===== src/rtl/sirx_params.svh =====
// constants for the two-wire event and receive-map block
// assumes inclusion by bare name from every design file that needs them
`ifndef SIRX_PARAMS_SVH
`define SIRX_PARAMS_SVH

// =====================================================================
// serial mode field codes
`define SIRX_SMF_DISABLED 3'h0
`define SIRX_SMF_SYNC 3'h1

// =====================================================================
// bit counts and word layout
`define SIRX_BYTE_BITS 4'h8
`define SIRX_ACK_SLOT 4'h9
`define SIRX_LAST_SYNC_BIT 4'h7
`define SIRX_RX_WIDTH 9
`define SIRX_ALT_WIDTH 8
`define SIRX_TOP_BIT_POS 8

`endif


===== src/rtl/sirx_pkg.sv =====
// types shared by the two-wire event and receive-map block
// assumes nothing beyond a SystemVerilog compiler
package sirx_pkg;

    // =================================================================
    // operating mode, gray coded along off -> sync -> two-wire
    typedef enum logic [1:0] {
        SIRX_MODE_OFF  = 2'h0,
        SIRX_MODE_SYNC = 2'h1,
        SIRX_MODE_TWI  = 2'h3
    } sirx_mode_type;

endpackage


===== src/rtl/sirx_line_if.sv =====
// synchronised bus line levels and their edge pulses
// assumes one clock domain, that of the block clock
`timescale 1ns/10ps
`default_nettype none

interface sirx_line_if;
    logic scl;
    logic sda;
    logic scl_rise;
    logic scl_fall;
    logic sda_rise;
    logic sda_fall;

    modport src (
        output scl,
        output sda,
        output scl_rise,
        output scl_fall,
        output sda_rise,
        output sda_fall
    );

    modport dst (
        input scl,
        input sda,
        input scl_rise,
        input scl_fall,
        input sda_rise,
        input sda_fall
    );
endinterface

`default_nettype wire


===== src/rtl/sirx_line_sync.sv =====
// two-flop synchroniser and edge finder for the clock and data lines
// assumes pins are asynchronous to clk and rst_n is already synchronised
`timescale 1ns/10ps
`default_nettype none

module sirx_line_sync (
    // clock and reset
    input wire logic clk,
    input wire logic rst_n,
    // raw pins
    input wire logic scl_pin,
    input wire logic sda_pin,
    // synchronised view
    sirx_line_if.src line
);
    // bus idles high, so lines reset high to avoid false edges
    logic [1:0] scl_meta_q;
    logic [1:0] sda_meta_q;
    logic scl_prev_q;
    logic sda_prev_q;

    always_ff @(posedge clk or negedge rst_n) begin
        if (!rst_n) begin
            scl_meta_q <= 2'h3;
            sda_meta_q <= 2'h3;
            scl_prev_q <= 1'b1;
            sda_prev_q <= 1'b1;
        end else begin
            scl_meta_q <= {scl_meta_q[0], scl_pin};
            sda_meta_q <= {sda_meta_q[0], sda_pin};
            scl_prev_q <= scl_meta_q[1];
            sda_prev_q <= sda_meta_q[1];
        end
    end

    // each transition shows as exactly one pulse
    assign line.scl = scl_meta_q[1];
    assign line.sda = sda_meta_q[1];
    assign line.scl_rise = scl_meta_q[1] & ~scl_prev_q;
    assign line.scl_fall = ~scl_meta_q[1] & scl_prev_q;
    assign line.sda_rise = sda_meta_q[1] & ~sda_prev_q;
    assign line.sda_fall = ~sda_meta_q[1] & sda_prev_q;
endmodule

`default_nettype wire


===== src/rtl/sirx_buf2.sv =====
// two-entry buffer with valid/ready on both sides
// assumes a single clock and a synchronised active-low reset
`timescale 1ns/10ps
`default_nettype none

module sirx_buf2 #(
    parameter int WIDTH = 17
) (
    // clock and reset
    input wire logic clk,
    input wire logic rst_n,
    // filling side
    input wire logic in_valid,
    output logic in_ready,
    input wire logic [WIDTH-1:0] in_data,
    // draining side
    output logic out_valid,
    input wire logic out_ready,
    output logic [WIDTH-1:0] out_data
);
    initial begin
        if (WIDTH < 1) begin
            $error("sirx_buf2: WIDTH must be at least 1");
        end
    end

    logic [WIDTH-1:0] mem_q [2];
    logic wr_ptr_q;
    logic rd_ptr_q;
    logic [1:0] count_q;
    wire push = in_valid & in_ready;
    wire pop = out_valid & out_ready;

    assign in_ready = (count_q != 2'h2);
    assign out_valid = (count_q != 2'h0);
    assign out_data = mem_q[rd_ptr_q];

    always_ff @(posedge clk) begin
        if (push) begin
            mem_q[wr_ptr_q] <= in_data;
        end
    end

    always_ff @(posedge clk or negedge rst_n) begin
        if (!rst_n) begin
            wr_ptr_q <= 1'b0;
            rd_ptr_q <= 1'b0;
            count_q <= 2'h0;
        end else begin
            wr_ptr_q <= wr_ptr_q ^ push;
            rd_ptr_q <= rd_ptr_q ^ pop;
            count_q <= count_q + {1'b0, push} - {1'b0, pop};
        end
    end
endmodule

`default_nettype wire


===== src/rtl/sirx_top.sv =====
// receive side of a multi-mode serial channel: clock-synchronous and
// two-wire receive, bit placement in the receive buffer, and the
// start, stop, acknowledge and receive event pulses.
// assumes bus pins are asynchronous; configuration inputs are static
// while a transfer is in progress.
//
// Notes on behaviour
// - sda falling while scl high raises the start/stop event
// - sda rising while scl high raises the start/stop event
// - one shared event output; bus busy flag tells start from stop
// - sync mode when mode field is 001 and two-wire select is 0
// - sync mode: receive event after bit 8, edge chosen by polarity
// - sync mode: bits 1..8 land in buffer bits 0..7
// - two-wire ack option: bits 1..8 land in buffer bits 7..0
// - ack option: ack or nack event on ninth scl rising edge
// - receive option: receive event on ninth scl falling edge
// - receive option: bits 1..7 in bits 6..0, bit 8 in bit 8
// - receive option with delay: tx-time read gives bits 7..0
// - sda high at ninth rise means nack, low means ack
`timescale 1ns/10ps
`default_nettype none

`include "sirx_params.svh"

module sirx_top #(
    parameter int RX_WIDTH = `SIRX_RX_WIDTH
) (
    // clock and reset
    input wire logic clk,
    input wire logic rst_n,

    // bus pins, input side only
    input wire logic clock_line_pin,
    input wire logic data_line_pin,

    // configuration
    input wire logic [2:0] serial_mode_field,
    input wire logic two_wire_mode_select,
    input wire logic irq_source_option,
    input wire logic clock_delay_select,
    input wire logic clock_polarity_select,
    input wire logic read_at_tx_irq,

    // event pulses
    output logic start_stop_irq,
    output logic rx_irq,
    output logic ack_irq,
    output logic nack_irq,
    output logic rx_overrun,

    // status
    output logic bus_busy_flag,

    // received words
    output logic [RX_WIDTH-1:0] receive_buffer_reg,
    output logic rx_valid,
    input wire logic rx_ready
);
    // =================================================================
    // elaboration checks
    initial begin
        if (RX_WIDTH != `SIRX_RX_WIDTH) begin
            $error("sirx_top: RX_WIDTH must be 9");
        end
    end

    localparam int BUF_WIDTH = `SIRX_RX_WIDTH + `SIRX_ALT_WIDTH;

    // =================================================================
    // reset release
    logic [1:0] rst_sync_q;
    wire rst_sync_n = rst_sync_q[1];

    always_ff @(posedge clk or negedge rst_n) begin
        if (!rst_n) begin
            rst_sync_q <= 2'h0;
        end else begin
            rst_sync_q <= {rst_sync_q[0], 1'b1};
        end
    end

    // =================================================================
    // line sampling
    sirx_line_if line ();

    sirx_line_sync u_sync (
        .clk(clk),
        .rst_n(rst_sync_n),
        .scl_pin(clock_line_pin),
        .sda_pin(data_line_pin),
        .line(line)
    );

    // =================================================================
    // mode decode
    function automatic sirx_pkg::sirx_mode_type decode_mode(
        input logic [2:0] smf,
        input logic twi_sel
    );
        sirx_pkg::sirx_mode_type m;
        m = sirx_pkg::SIRX_MODE_OFF;
        if (smf == `SIRX_SMF_DISABLED) begin
            m = sirx_pkg::SIRX_MODE_OFF;
        end else if (twi_sel) begin
            m = sirx_pkg::SIRX_MODE_TWI;
        end else if (smf == `SIRX_SMF_SYNC) begin
            m = sirx_pkg::SIRX_MODE_SYNC;
        end
        return m;
    endfunction

    sirx_pkg::sirx_mode_type mode;
    assign mode = decode_mode(serial_mode_field, two_wire_mode_select);

    wire mode_sync = (mode == sirx_pkg::SIRX_MODE_SYNC);
    wire mode_twi = (mode == sirx_pkg::SIRX_MODE_TWI);

    // =================================================================
    // bus conditions
    // a data edge while the clock line is high is a condition, not data
    wire start_det = mode_twi & line.sda_fall & line.scl;
    wire stop_det = mode_twi & line.sda_rise & line.scl;
    wire cond_det = start_det | stop_det;

    // =================================================================
    // bit counting and shifting
    logic [3:0] bit_cnt_q;
    logic [3:0] bit_cnt_d;
    logic [7:0] shift_q;
    logic [7:0] shift_d;

    // sync mode samples on the edge picked by polarity
    wire sync_edge = clock_polarity_select ? line.scl_fall : line.scl_rise;
    wire sync_sample = mode_sync & sync_edge;
    wire twi_sample = mode_twi & line.scl_rise & ~cond_det &
                      (bit_cnt_q < `SIRX_BYTE_BITS);

    wire sync_done = sync_sample & (bit_cnt_q == `SIRX_LAST_SYNC_BIT);
    wire ninth_rise = mode_twi & line.scl_rise & ~cond_det &
                      (bit_cnt_q == `SIRX_BYTE_BITS);
    wire ninth_fall = mode_twi & line.scl_fall & ~cond_det &
                      (bit_cnt_q == `SIRX_ACK_SLOT);

    // sync mode is lsb first, two-wire is msb first
    wire [7:0] shift_sync = {line.sda, shift_q[7:1]};
    wire [7:0] shift_twi = {shift_q[6:0], line.sda};

    always_comb begin
        bit_cnt_d = bit_cnt_q;
        shift_d = shift_q;
        unique case (mode)
            sirx_pkg::SIRX_MODE_OFF: begin
                bit_cnt_d = 4'h0;
            end
            sirx_pkg::SIRX_MODE_SYNC: begin
                if (sync_sample) begin
                    shift_d = shift_sync;
                    bit_cnt_d = sync_done ? 4'h0 : bit_cnt_q + 4'h1;
                end
            end
            sirx_pkg::SIRX_MODE_TWI: begin
                if (cond_det) begin
                    bit_cnt_d = 4'h0;
                end else if (twi_sample) begin
                    shift_d = shift_twi;
                    bit_cnt_d = bit_cnt_q + 4'h1;
                end else if (ninth_rise) begin
                    bit_cnt_d = `SIRX_ACK_SLOT;
                end else if (ninth_fall) begin
                    bit_cnt_d = 4'h0;
                end
            end
        endcase
    end

    always_ff @(posedge clk or negedge rst_sync_n) begin
        if (!rst_sync_n) begin
            bit_cnt_q <= 4'h0;
            shift_q <= 8'h00;
        end else begin
            bit_cnt_q <= bit_cnt_d;
            shift_q <= shift_d;
        end
    end

    // =================================================================
    // receive buffer placement
    // entry carries the normal view and the clock-delay tx-time view
    wire [8:0] word_sync = {1'b0, shift_sync};
    wire [8:0] word_ack = {1'b0, shift_q};
    wire [8:0] word_rcv = {shift_q[0], 1'b0, shift_q[7:1]};

    wire push_sync = sync_done;
    wire push_ack = ninth_rise & ~irq_source_option;
    wire push_rcv = ninth_fall & irq_source_option;
    wire push = push_sync | push_ack | push_rcv;

    wire [8:0] word_main = push_sync ? word_sync :
                           push_rcv ? word_rcv : word_ack;
    wire [7:0] word_alt = push_sync ? shift_sync : shift_q;

    wire buf_in_ready;
    wire [BUF_WIDTH-1:0] buf_out;

    sirx_buf2 #(
        .WIDTH(BUF_WIDTH)
    ) u_buf (
        .clk(clk),
        .rst_n(rst_sync_n),
        .in_valid(push),
        .in_ready(buf_in_ready),
        .in_data({word_alt, word_main}),
        .out_valid(rx_valid),
        .out_ready(rx_ready),
        .out_data(buf_out)
    );

    // with clock delay the tx-time read sees the byte in plain order
    wire alt_view = mode_twi & irq_source_option & clock_delay_select &
                    read_at_tx_irq;
    assign receive_buffer_reg = alt_view ?
        {1'b0, buf_out[BUF_WIDTH-1:`SIRX_RX_WIDTH]} :
        buf_out[`SIRX_RX_WIDTH-1:0];

    // =================================================================
    // events and bus state
    logic start_stop_q;
    logic rx_irq_q;
    logic ack_q;
    logic nack_q;
    logic overrun_q;
    logic busy_q;

    // bus cannot be stalled, so a full buffer drops the word and says so
    wire overrun_ev = push & ~buf_in_ready;
    wire busy_d = start_det ? 1'b1 : (stop_det ? 1'b0 : busy_q);

    always_ff @(posedge clk or negedge rst_sync_n) begin
        if (!rst_sync_n) begin
            start_stop_q <= 1'b0;
            rx_irq_q <= 1'b0;
            ack_q <= 1'b0;
            nack_q <= 1'b0;
            overrun_q <= 1'b0;
            busy_q <= 1'b0;
        end else begin
            start_stop_q <= cond_det;
            rx_irq_q <= sync_done | push_rcv;
            ack_q <= push_ack & ~line.sda;
            nack_q <= push_ack & line.sda;
            overrun_q <= overrun_ev;
            busy_q <= busy_d;
        end
    end

    assign start_stop_irq = start_stop_q;
    assign rx_irq = rx_irq_q;
    assign ack_irq = ack_q;
    assign nack_irq = nack_q;
    assign rx_overrun = overrun_q;
    assign bus_busy_flag = busy_q;
endmodule

`default_nettype wire


===== config.mk =====
export PLATFORM = sky130hd
export DESIGN_NAME = sirx_top
export DESIGN_NICKNAME = d
export VERILOG_FILES = /design/src/rtl/sirx_pkg.sv /design/src/rtl/sirx_line_if.sv /design/src/rtl/sirx_line_sync.sv /design/src/rtl/sirx_buf2.sv /design/src/rtl/sirx_top.sv
export VERILOG_INCLUDE_DIRS = /design/src /design/src/rtl
export SDC_FILE = /design/constraint.sdc
export NUM_CORES = 1
export LEC_CHECK = 0
export BUFFER_PORTS_ARGS = -buffer_cell sky130_fd_sc_hd__buf_2
export CAP_MARGIN = 10
export CORE_MARGIN = 3
export CORE_UTILIZATION = 45
export DETAILED_ROUTE_END_ITERATION = 8
export PLACE_DENSITY = 0.67
export SLEW_MARGIN = 25
export SYNTH_ARGS = -nofsm -noshare
export SYNTH_HDL_FRONTEND = slang
export SYNTH_HIERARCHICAL = 1
export SYNTH_SLANG_ARGS = --single-unit

===== constraint.sdc =====
create_clock -name clk -period 2.83 [get_ports clk]
set_input_delay 0.566 -clock clk [delete_from_list [all_inputs] [get_ports clk]]
set_output_delay 0.566 -clock clk [all_outputs]
set_load 0.01 [all_outputs]

# == Word-level counts from Yosys, hierarchy flattened ==
# Memory sizes are Yosys's and may differ from the RTL's.
# Index checks and enable logic that the tools add are counted.
# word_totals
register_bits,30
latch_bits,0
ram_bits,34
mem_bits_ro,0
input_bits,13
word_cells,102
memories,1
# memory_table
name,words,word_bits,read_ports,rd_clocked_by_memory_dff,write_ports,line,text
u_buf.mem_q,2,17,1,0,1,sirx_buf2.sv:27,logic [WIDTH-1:0] mem_q [2];
# op_classes
n_addsub,3
mul,0
div_mod_pow,0
order_cmp,1
eq_ne,11
shifts,0
mux,23
bitwise,40
n_reduce_logical,7
# op_table
operator,n
$mux 8,4
$and 1x1->1,27
$mux 9,3
$mux 4,6
$pmux 8 s2,1
$pmux 4 s3,1
$eq 4x4->1 const B,2
$not 1->1,7
$mux 1,6
$reduce_bool 2->1,3
$ne 5x1->1 const B,1
$add 4x1->4 const B,1
$eq 4x3->1 const B,1
$lt 4x4->1 const B,1
$mux 2,2
$ne 2x1->1 const B,2
$ne 2x2->1 const B,2
$or 1x1->1,4
$reduce_and 4->1,1
$eq 3x1->1 const B,1
$logic_not 3->1,1
$add 2x1->2,1
$eq 2x1->1 const B,1
$eq 2x2->1 const B,1
other kinds (4),5

# == Depth between registers and ports, before layout ==
# depth
word_depth,17
ltp_mapped,11

# == Hierarchy ==
# The synthesis kept the hierarchy.
# modules_own_cells
mod,n_inst,cells_per_inst,area_per_inst_um2,seq_area_each_um2
sirx_buf2,1,72,1495.2,1121.1
sirx_top,1,150,1466.4,500.5
sirx_line_sync,1,10,192.7,157.7

# == Least setup slack after synthesis ==
# Ideal clock, no wire load.
# synth_path
path_kind,register to register
from,reg u_sync.sda_meta_q[1]
to,mem u_buf.mem_q[1][0] (enable)
setup_time_ns,0.375
t_arrival_ns,2.373
t_required_ns,2.455
slack_ns,0.082
path_stages_with_launch,8
path_cell_list,dfstp_2 > and2b_2 > o21ai_1 > nand3_1 > or3_1 > nand2_1 > and2_1 > ha_1
# synth_via
elab_chain_cells,14
# synth_lines
element,line,text
from (decl),sirx_line_sync.sv:18,logic [1:0] sda_meta_q;
from (signal assigned),sirx_line_sync.sv:30,"sda_meta_q <= {sda_meta_q[0], sda_pin};"
$not 1->1 (*),sirx_line_sync.sv:42,assign line.sda_fall = ~sda_meta_q[1] & sda_prev_q;
$and 1x1->1 (*),sirx_line_sync.sv:42,
named net line.sda_fall,sirx_line_if.sv:12,logic sda_fall;
$and 1x1->1 (*) (2 in a row),sirx_top.sv:121,wire start_det = mode_twi & line.sda_fall & line.scl;
$or 1x1->1 (*),sirx_top.sv:123,wire cond_det = start_det | stop_det;
$not 1->1 (*),"sirx_top.sv:139, sirx_top.sv:141",
$and 1x1->1 (2 in a row),sirx_top.sv:139,wire ninth_rise = mode_twi & line.scl_rise & ~cond_det &
$and 1x1->1,sirx_top.sv:194,wire push_ack = ninth_rise & ~irq_source_option;
$or 1x1->1,sirx_top.sv:196,wire push = push_sync | push_ack | push_rcv;
$or 1x1->1 (*),sirx_top.sv:196,
named net push,sirx_top.sv:196,
$and 1x1->1 (*),sirx_buf2.sv:31,wire push = in_valid & in_ready;
$mux 1 (*),sirx_buf2.sv:39,if (push) begin
$mux 1 (implied by the code) (*),sirx_buf2.sv:40,mem_q[wr_ptr_q] <= in_data;
to (decl),sirx_buf2.sv:27,
# Mark *: on every way through the listed nets, which the timed path passes. The rest lies on a longest branch.

# == Worst setup path in the final report ==
# layout_path
from,reg u_sync.sda_meta_q[1]
to,mem u_buf.mem_q[0][11] (enable)
# The elaborated chain is that of the path after synthesis.

==> insert_results.sql <==
INSERT INTO impl_metrics (metric_group, metric, value, unit) VALUES
('floorplan', 'floorplan.io_pins', '29', ''),
('global_route', 'pin_count_of_the_biggest_net_entering_global_routing', '18', ''),
('sta', 'tns', '0', 'ns'),
('finish', 'flow.area_growth_from_synthesis', '15.7', '%'),
('synthesis', 'synth_top_cells_by_count', '34 x sky130_fd_sc_hd__edfxtp_1, 25 x sky130_fd_sc_hd__mux2_2, 24 x sky130_fd_sc_hd__dfrtp_1', ''),
('placement', 'placed_wire_length_estimate_after_detailed_placement', '3780', 'um'),
('synthesis', 'yosys_warnings', '6', ''),
('flow_run', 'drv_cap', '0', ''),
('synthesis', 'mappedNetlistNets', '252', ''),
('synthesis', 'synth.area.top_cells', 'sky130_fd_sc_hd__edfxtp_1 32%, sky130_fd_sc_hd__dfrtp_1 19%, sky130_fd_sc_hd__mux2_2 8.9%', ''),
('global_route', 'antenna_found_initial', '0', ''),
('synthesis', 'synthDominantAreaCellType', 'sky130_fd_sc_hd__edfxtp_1', ''),
('synthesis', 'synth_top_area_share', '32.4', '%'),
('clocking', 'worstSkewPairLatency', '0.33', 'ns'),
('finish', 'stdcell_area', '0.00365', 'mm^2'),
('routing', 'antenna_left', '0', ''),
('sta', 'final.period_utilization', '89.0', '%'),
('synthesis', 'synth.mux.area_fraction', '17.2', '%'),
('synthesis', 'yosys.area_share.simple', '10.8', '%'),
('sta', 'timing_worst_slew_pin_value', '0.611', 'ns'),
('sta', 'finalMaxSlewViolations', '0', ''),
('worst_setup_path', 'crit_path_start_kind', 'register', ''),
('worst_setup_path', 'crit_path_max_fanout', '17', ''),
('routing', 'drc', '0', ''),
('global_route', 'gr-total-overflow', '0', ''),
('finish', 'nets_finish', '292', ''),
('synthesis', 'synth_top_family_by_area', 'multiplexers', ''),
('power', 'p_leak', '1.52', 'nW'),
('global_route', 'first_global_vias', '1959', ''),
('synthesis', 'synth_edf_count', '34', ''),
('routing', 'routed_wire_length_per_instance', '15.0', 'um'),
('worst_setup_path', 'worstSetupPathType', 'register to register', ''),
('floorplan', 'dieArea', '0.00805', 'mm^2'),
('sta', 'final.min_clock_period', '2.52', 'ns'),
('synthesis', 'postSynthAreaPerCell', '13.6', 'um^2'),
('clocking', 'tritoncts', 'done', ''),
('power', 'power_per_cell_area', '731', 'mW/mm^2'),
('finish', 'post_route_cells_drive_above_1_share', '40.4', '%'),
('finish', 'finish.utilization', '55.6', '%'),
('clocking', 'clock_path_buffers', '2', ''),
('synthesis', 'ys.flop_type', 'sky130_fd_sc_hd__edfxtp_1', ''),
('worst_setup_path', 'timing.critical_path.to_type', 'register', ''),
('global_route', 'globalRouteTotalUtil', '15.0', '%'),
('sta', 'setup_viol_count_final', '0', ''),
('sta', 'grt_setup_unrepaired', 'false', ''),
('synthesis', 'synth-compound-area-share', '8.01', '%'),
('status', 'run_status', 'complete, no violations', ''),
('clocking', 'cts_made_buffers', '9', ''),
('placement', 'count_of_input_and_output_buffers', '28', ''),
('hold_path', 'hold_path_class', 'register to async pin', ''),
('clocking', 'cts_root_buffer', 'sky130_fd_sc_hd__clkbuf_8', ''),
('synthesis', 'netlist-cell-type-count', '53', ''),
('worst_setup_path', 'r2r_slack', '0.31', 'ns'),
('routing', 'first_iter_violations', '108', ''),
('placement', 'place_congestion', '0.879', ''),
('synthesis', 'yosys_register_bits', '64', ''),
('sta', 'clock_skew', '0.00891', 'ns'),
('sta', 'timing.fmax', '397', 'MHz'),
('synthesis', 'synth-xor-area-share', '1.11', '%'),
('clocking', 'cts_max_level', '3', ''),
('routing', 'vias', '1931', ''),
('power', 'ir_drop_worst_vdd', '0.368', 'mV'),
('synthesis', 'syn_area', '0.00315', 'mm^2'),
('finish', 'antenna-diode-count', '0', ''),
('floorplan', 'starting_density_of_the_core', '48.0', '%'),
('worst_setup_path', 'cp_data_arrival_time', '2.54', 'ns'),
('power', 'finalPower', '0.00267', 'W'),
('floorplan', 'core_area', '0.00657', 'mm^2'),
('floorplan', 'die_height', '89.7', 'um'),
('sta', 'timing.max_slew.rel_slack', '59.2', '%'),
('synthesis', 'synthArstFlopShare', '46.9', '%');
==> metal layers <==
| metal | vias to the layer above | global-route usage [%] | part of all wire, % |
|---|---|---|---|
| li1 | 932 | - | - |
| met3 | 7 | 3.26 | 3.8 |
| met4 | 0 | 6.13 | 1.4 |
| met1 | 951 | 18.9 | 44 |
| met5 | - | 0 | 0 |
| met2 | 41 | 25.1 | 51 |
==> timing repair <==
item | in CTS | in global routing
gates resized for setup | 0 | 0
hold buffers | 1 | 0
hold endpoints to repair | 2 | 0
==> worst paths after layout <==
check | startpoint | endpoint | depth (start not counted)
max | u_sync/sda_meta_q[1]$_DFF_PN1_ | u_buf/mem_q[0][11]$_DFFE_PP_ | 8
min | rst_sync_q[1]$_DFF_PN0_ | bit_cnt_q[1]$_DFFE_PN0P_ | 0
max reg2reg | u_sync/sda_meta_q[1]$_DFF_PN1_ | u_buf/mem_q[0][11]$_DFFE_PP_ | 8
min reg2reg | rst_sync_q[1]$_DFF_PN0_ | bit_cnt_q[1]$_DFFE_PN0P_ | 0
max in group asynchronous | rst_sync_q[1]$_DFF_PN0_ | shift_q[1]$_DFFE_PN0P_ | 1
min in group clk | clock_line_pin | u_sync/scl_meta_q[0]$_DFF_PN1_ | 1
==> metrics by stage <==
step | std cells | hold slack [ns] | setup slack [ns]
after floorplan | 232 | 0.270 | 0.0824
after global placement | 353 | 0.262 | 0.360
after detailed placement | 353 | 0.268 | 0.290
after CTS | 370 | 0.273 | 0.282
after global routing | 370 | 0.300 | 0.161
final | 370 | 0.241 | 0.310
==> cell families after synthesis <==
| kind of cell | count (synthesis) |
|---|---|
| adders and majority gates | 7 |
| DFF | 64 |
| buffers and inverters | 20 |
| muxes | 43 |
| other | 1 |
| xor gates and xnor gates | 4 |
| AOI/OAI and AO/OA | 37 |
| and+or+nand+nor | 56 |
==> state kept, by name, indices dropped and copies added, names as in the netlist <==
signal and count:
u_sync/scl_meta_q 2, ack_irq 1, u_buf/rd_ptr_q 1, shift_q 8, rx_irq 1, u_buf/mem_q 34, nack_irq 1, u_sync/sda_meta_q 2
start_stop_irq 1, u_buf/wr_ptr_q 1, bit_cnt_q 4, rx_overrun 1, u_sync/sda_prev_q 1, u_buf/count_q 2, u_sync/scl_prev_q 1, rst_sync_q 2
bus_busy_flag 1
==> where the power goes <==
part           internal [W]  total, W  switching [W]  leakage, nW
Sequential          0.00108   0.00117      0.0000891        0.659
Clock              0.000577  0.000915       0.000338        0.114
Combinational      0.000324  0.000580       0.000256        0.749
Total               0.00198   0.00267       0.000683         1.52
==> placed cells by master, fill, tap and decap left out, types with 4 or more instances in the layout <==
| cell type | count |
|---|---|
| sky130_fd_sc_hd__nand2_1 | 19 |
| sky130_fd_sc_hd__a31oi_1 | 15 |
| sky130_fd_sc_hd__dfrtp_1 | 24 |
| sky130_fd_sc_hd__buf_4 | 9 |
| sky130_fd_sc_hd__nor2_1 | 5 |
| sky130_fd_sc_hd__o21ai_0 | 4 |
| sky130_fd_sc_hd__clkbuf_8 | 9 |
| sky130_fd_sc_hd__ha_1 | 7 |
| sky130_fd_sc_hd__dfstp_2 | 6 |
| sky130_fd_sc_hd__inv_1 | 10 |
| sky130_fd_sc_hd__mux2_4 | 16 |
| sky130_fd_sc_hd__nand3_1 | 4 |
| sky130_fd_sc_hd__mux2_2 | 25 |
| sky130_fd_sc_hd__buf_2 | 28 |
| sky130_fd_sc_hd__edfxtp_1 | 34 |
| sky130_fd_sc_hd__and2b_2 | 4 |
==> final cells by class <==
| type | instances | area, um^2 |
|---|---|---|
| clock inverters | 7 | 110 |
| clock buffers | 9 | 124 |
| multi-input cells | 148 | 1260 |
| fillers | 541 | 2920 |
| well taps | 93 | 116 |
| inverters | 11 | 41.3 |
| repair buffers | 38 | 218 |
| flip-flops and latches | 64 | 1780 |
==> critical path, cell delays in order, from the launching register on <==
cell,delay (ns)
sky130_fd_sc_hd__dfstp_2,0.58
sky130_fd_sc_hd__and2b_2,0.24
sky130_fd_sc_hd__o21ai_1,0.16
sky130_fd_sc_hd__nand3_1,0.13
sky130_fd_sc_hd__or3_1,0.42
sky130_fd_sc_hd__nand2_1,0.09
sky130_fd_sc_hd__and2_1,0.17
sky130_fd_sc_hd__ha_1,0.16
sky130_fd_sc_hd__buf_4,0.25
No activity file was read; power rests on OpenSTA's default activity.
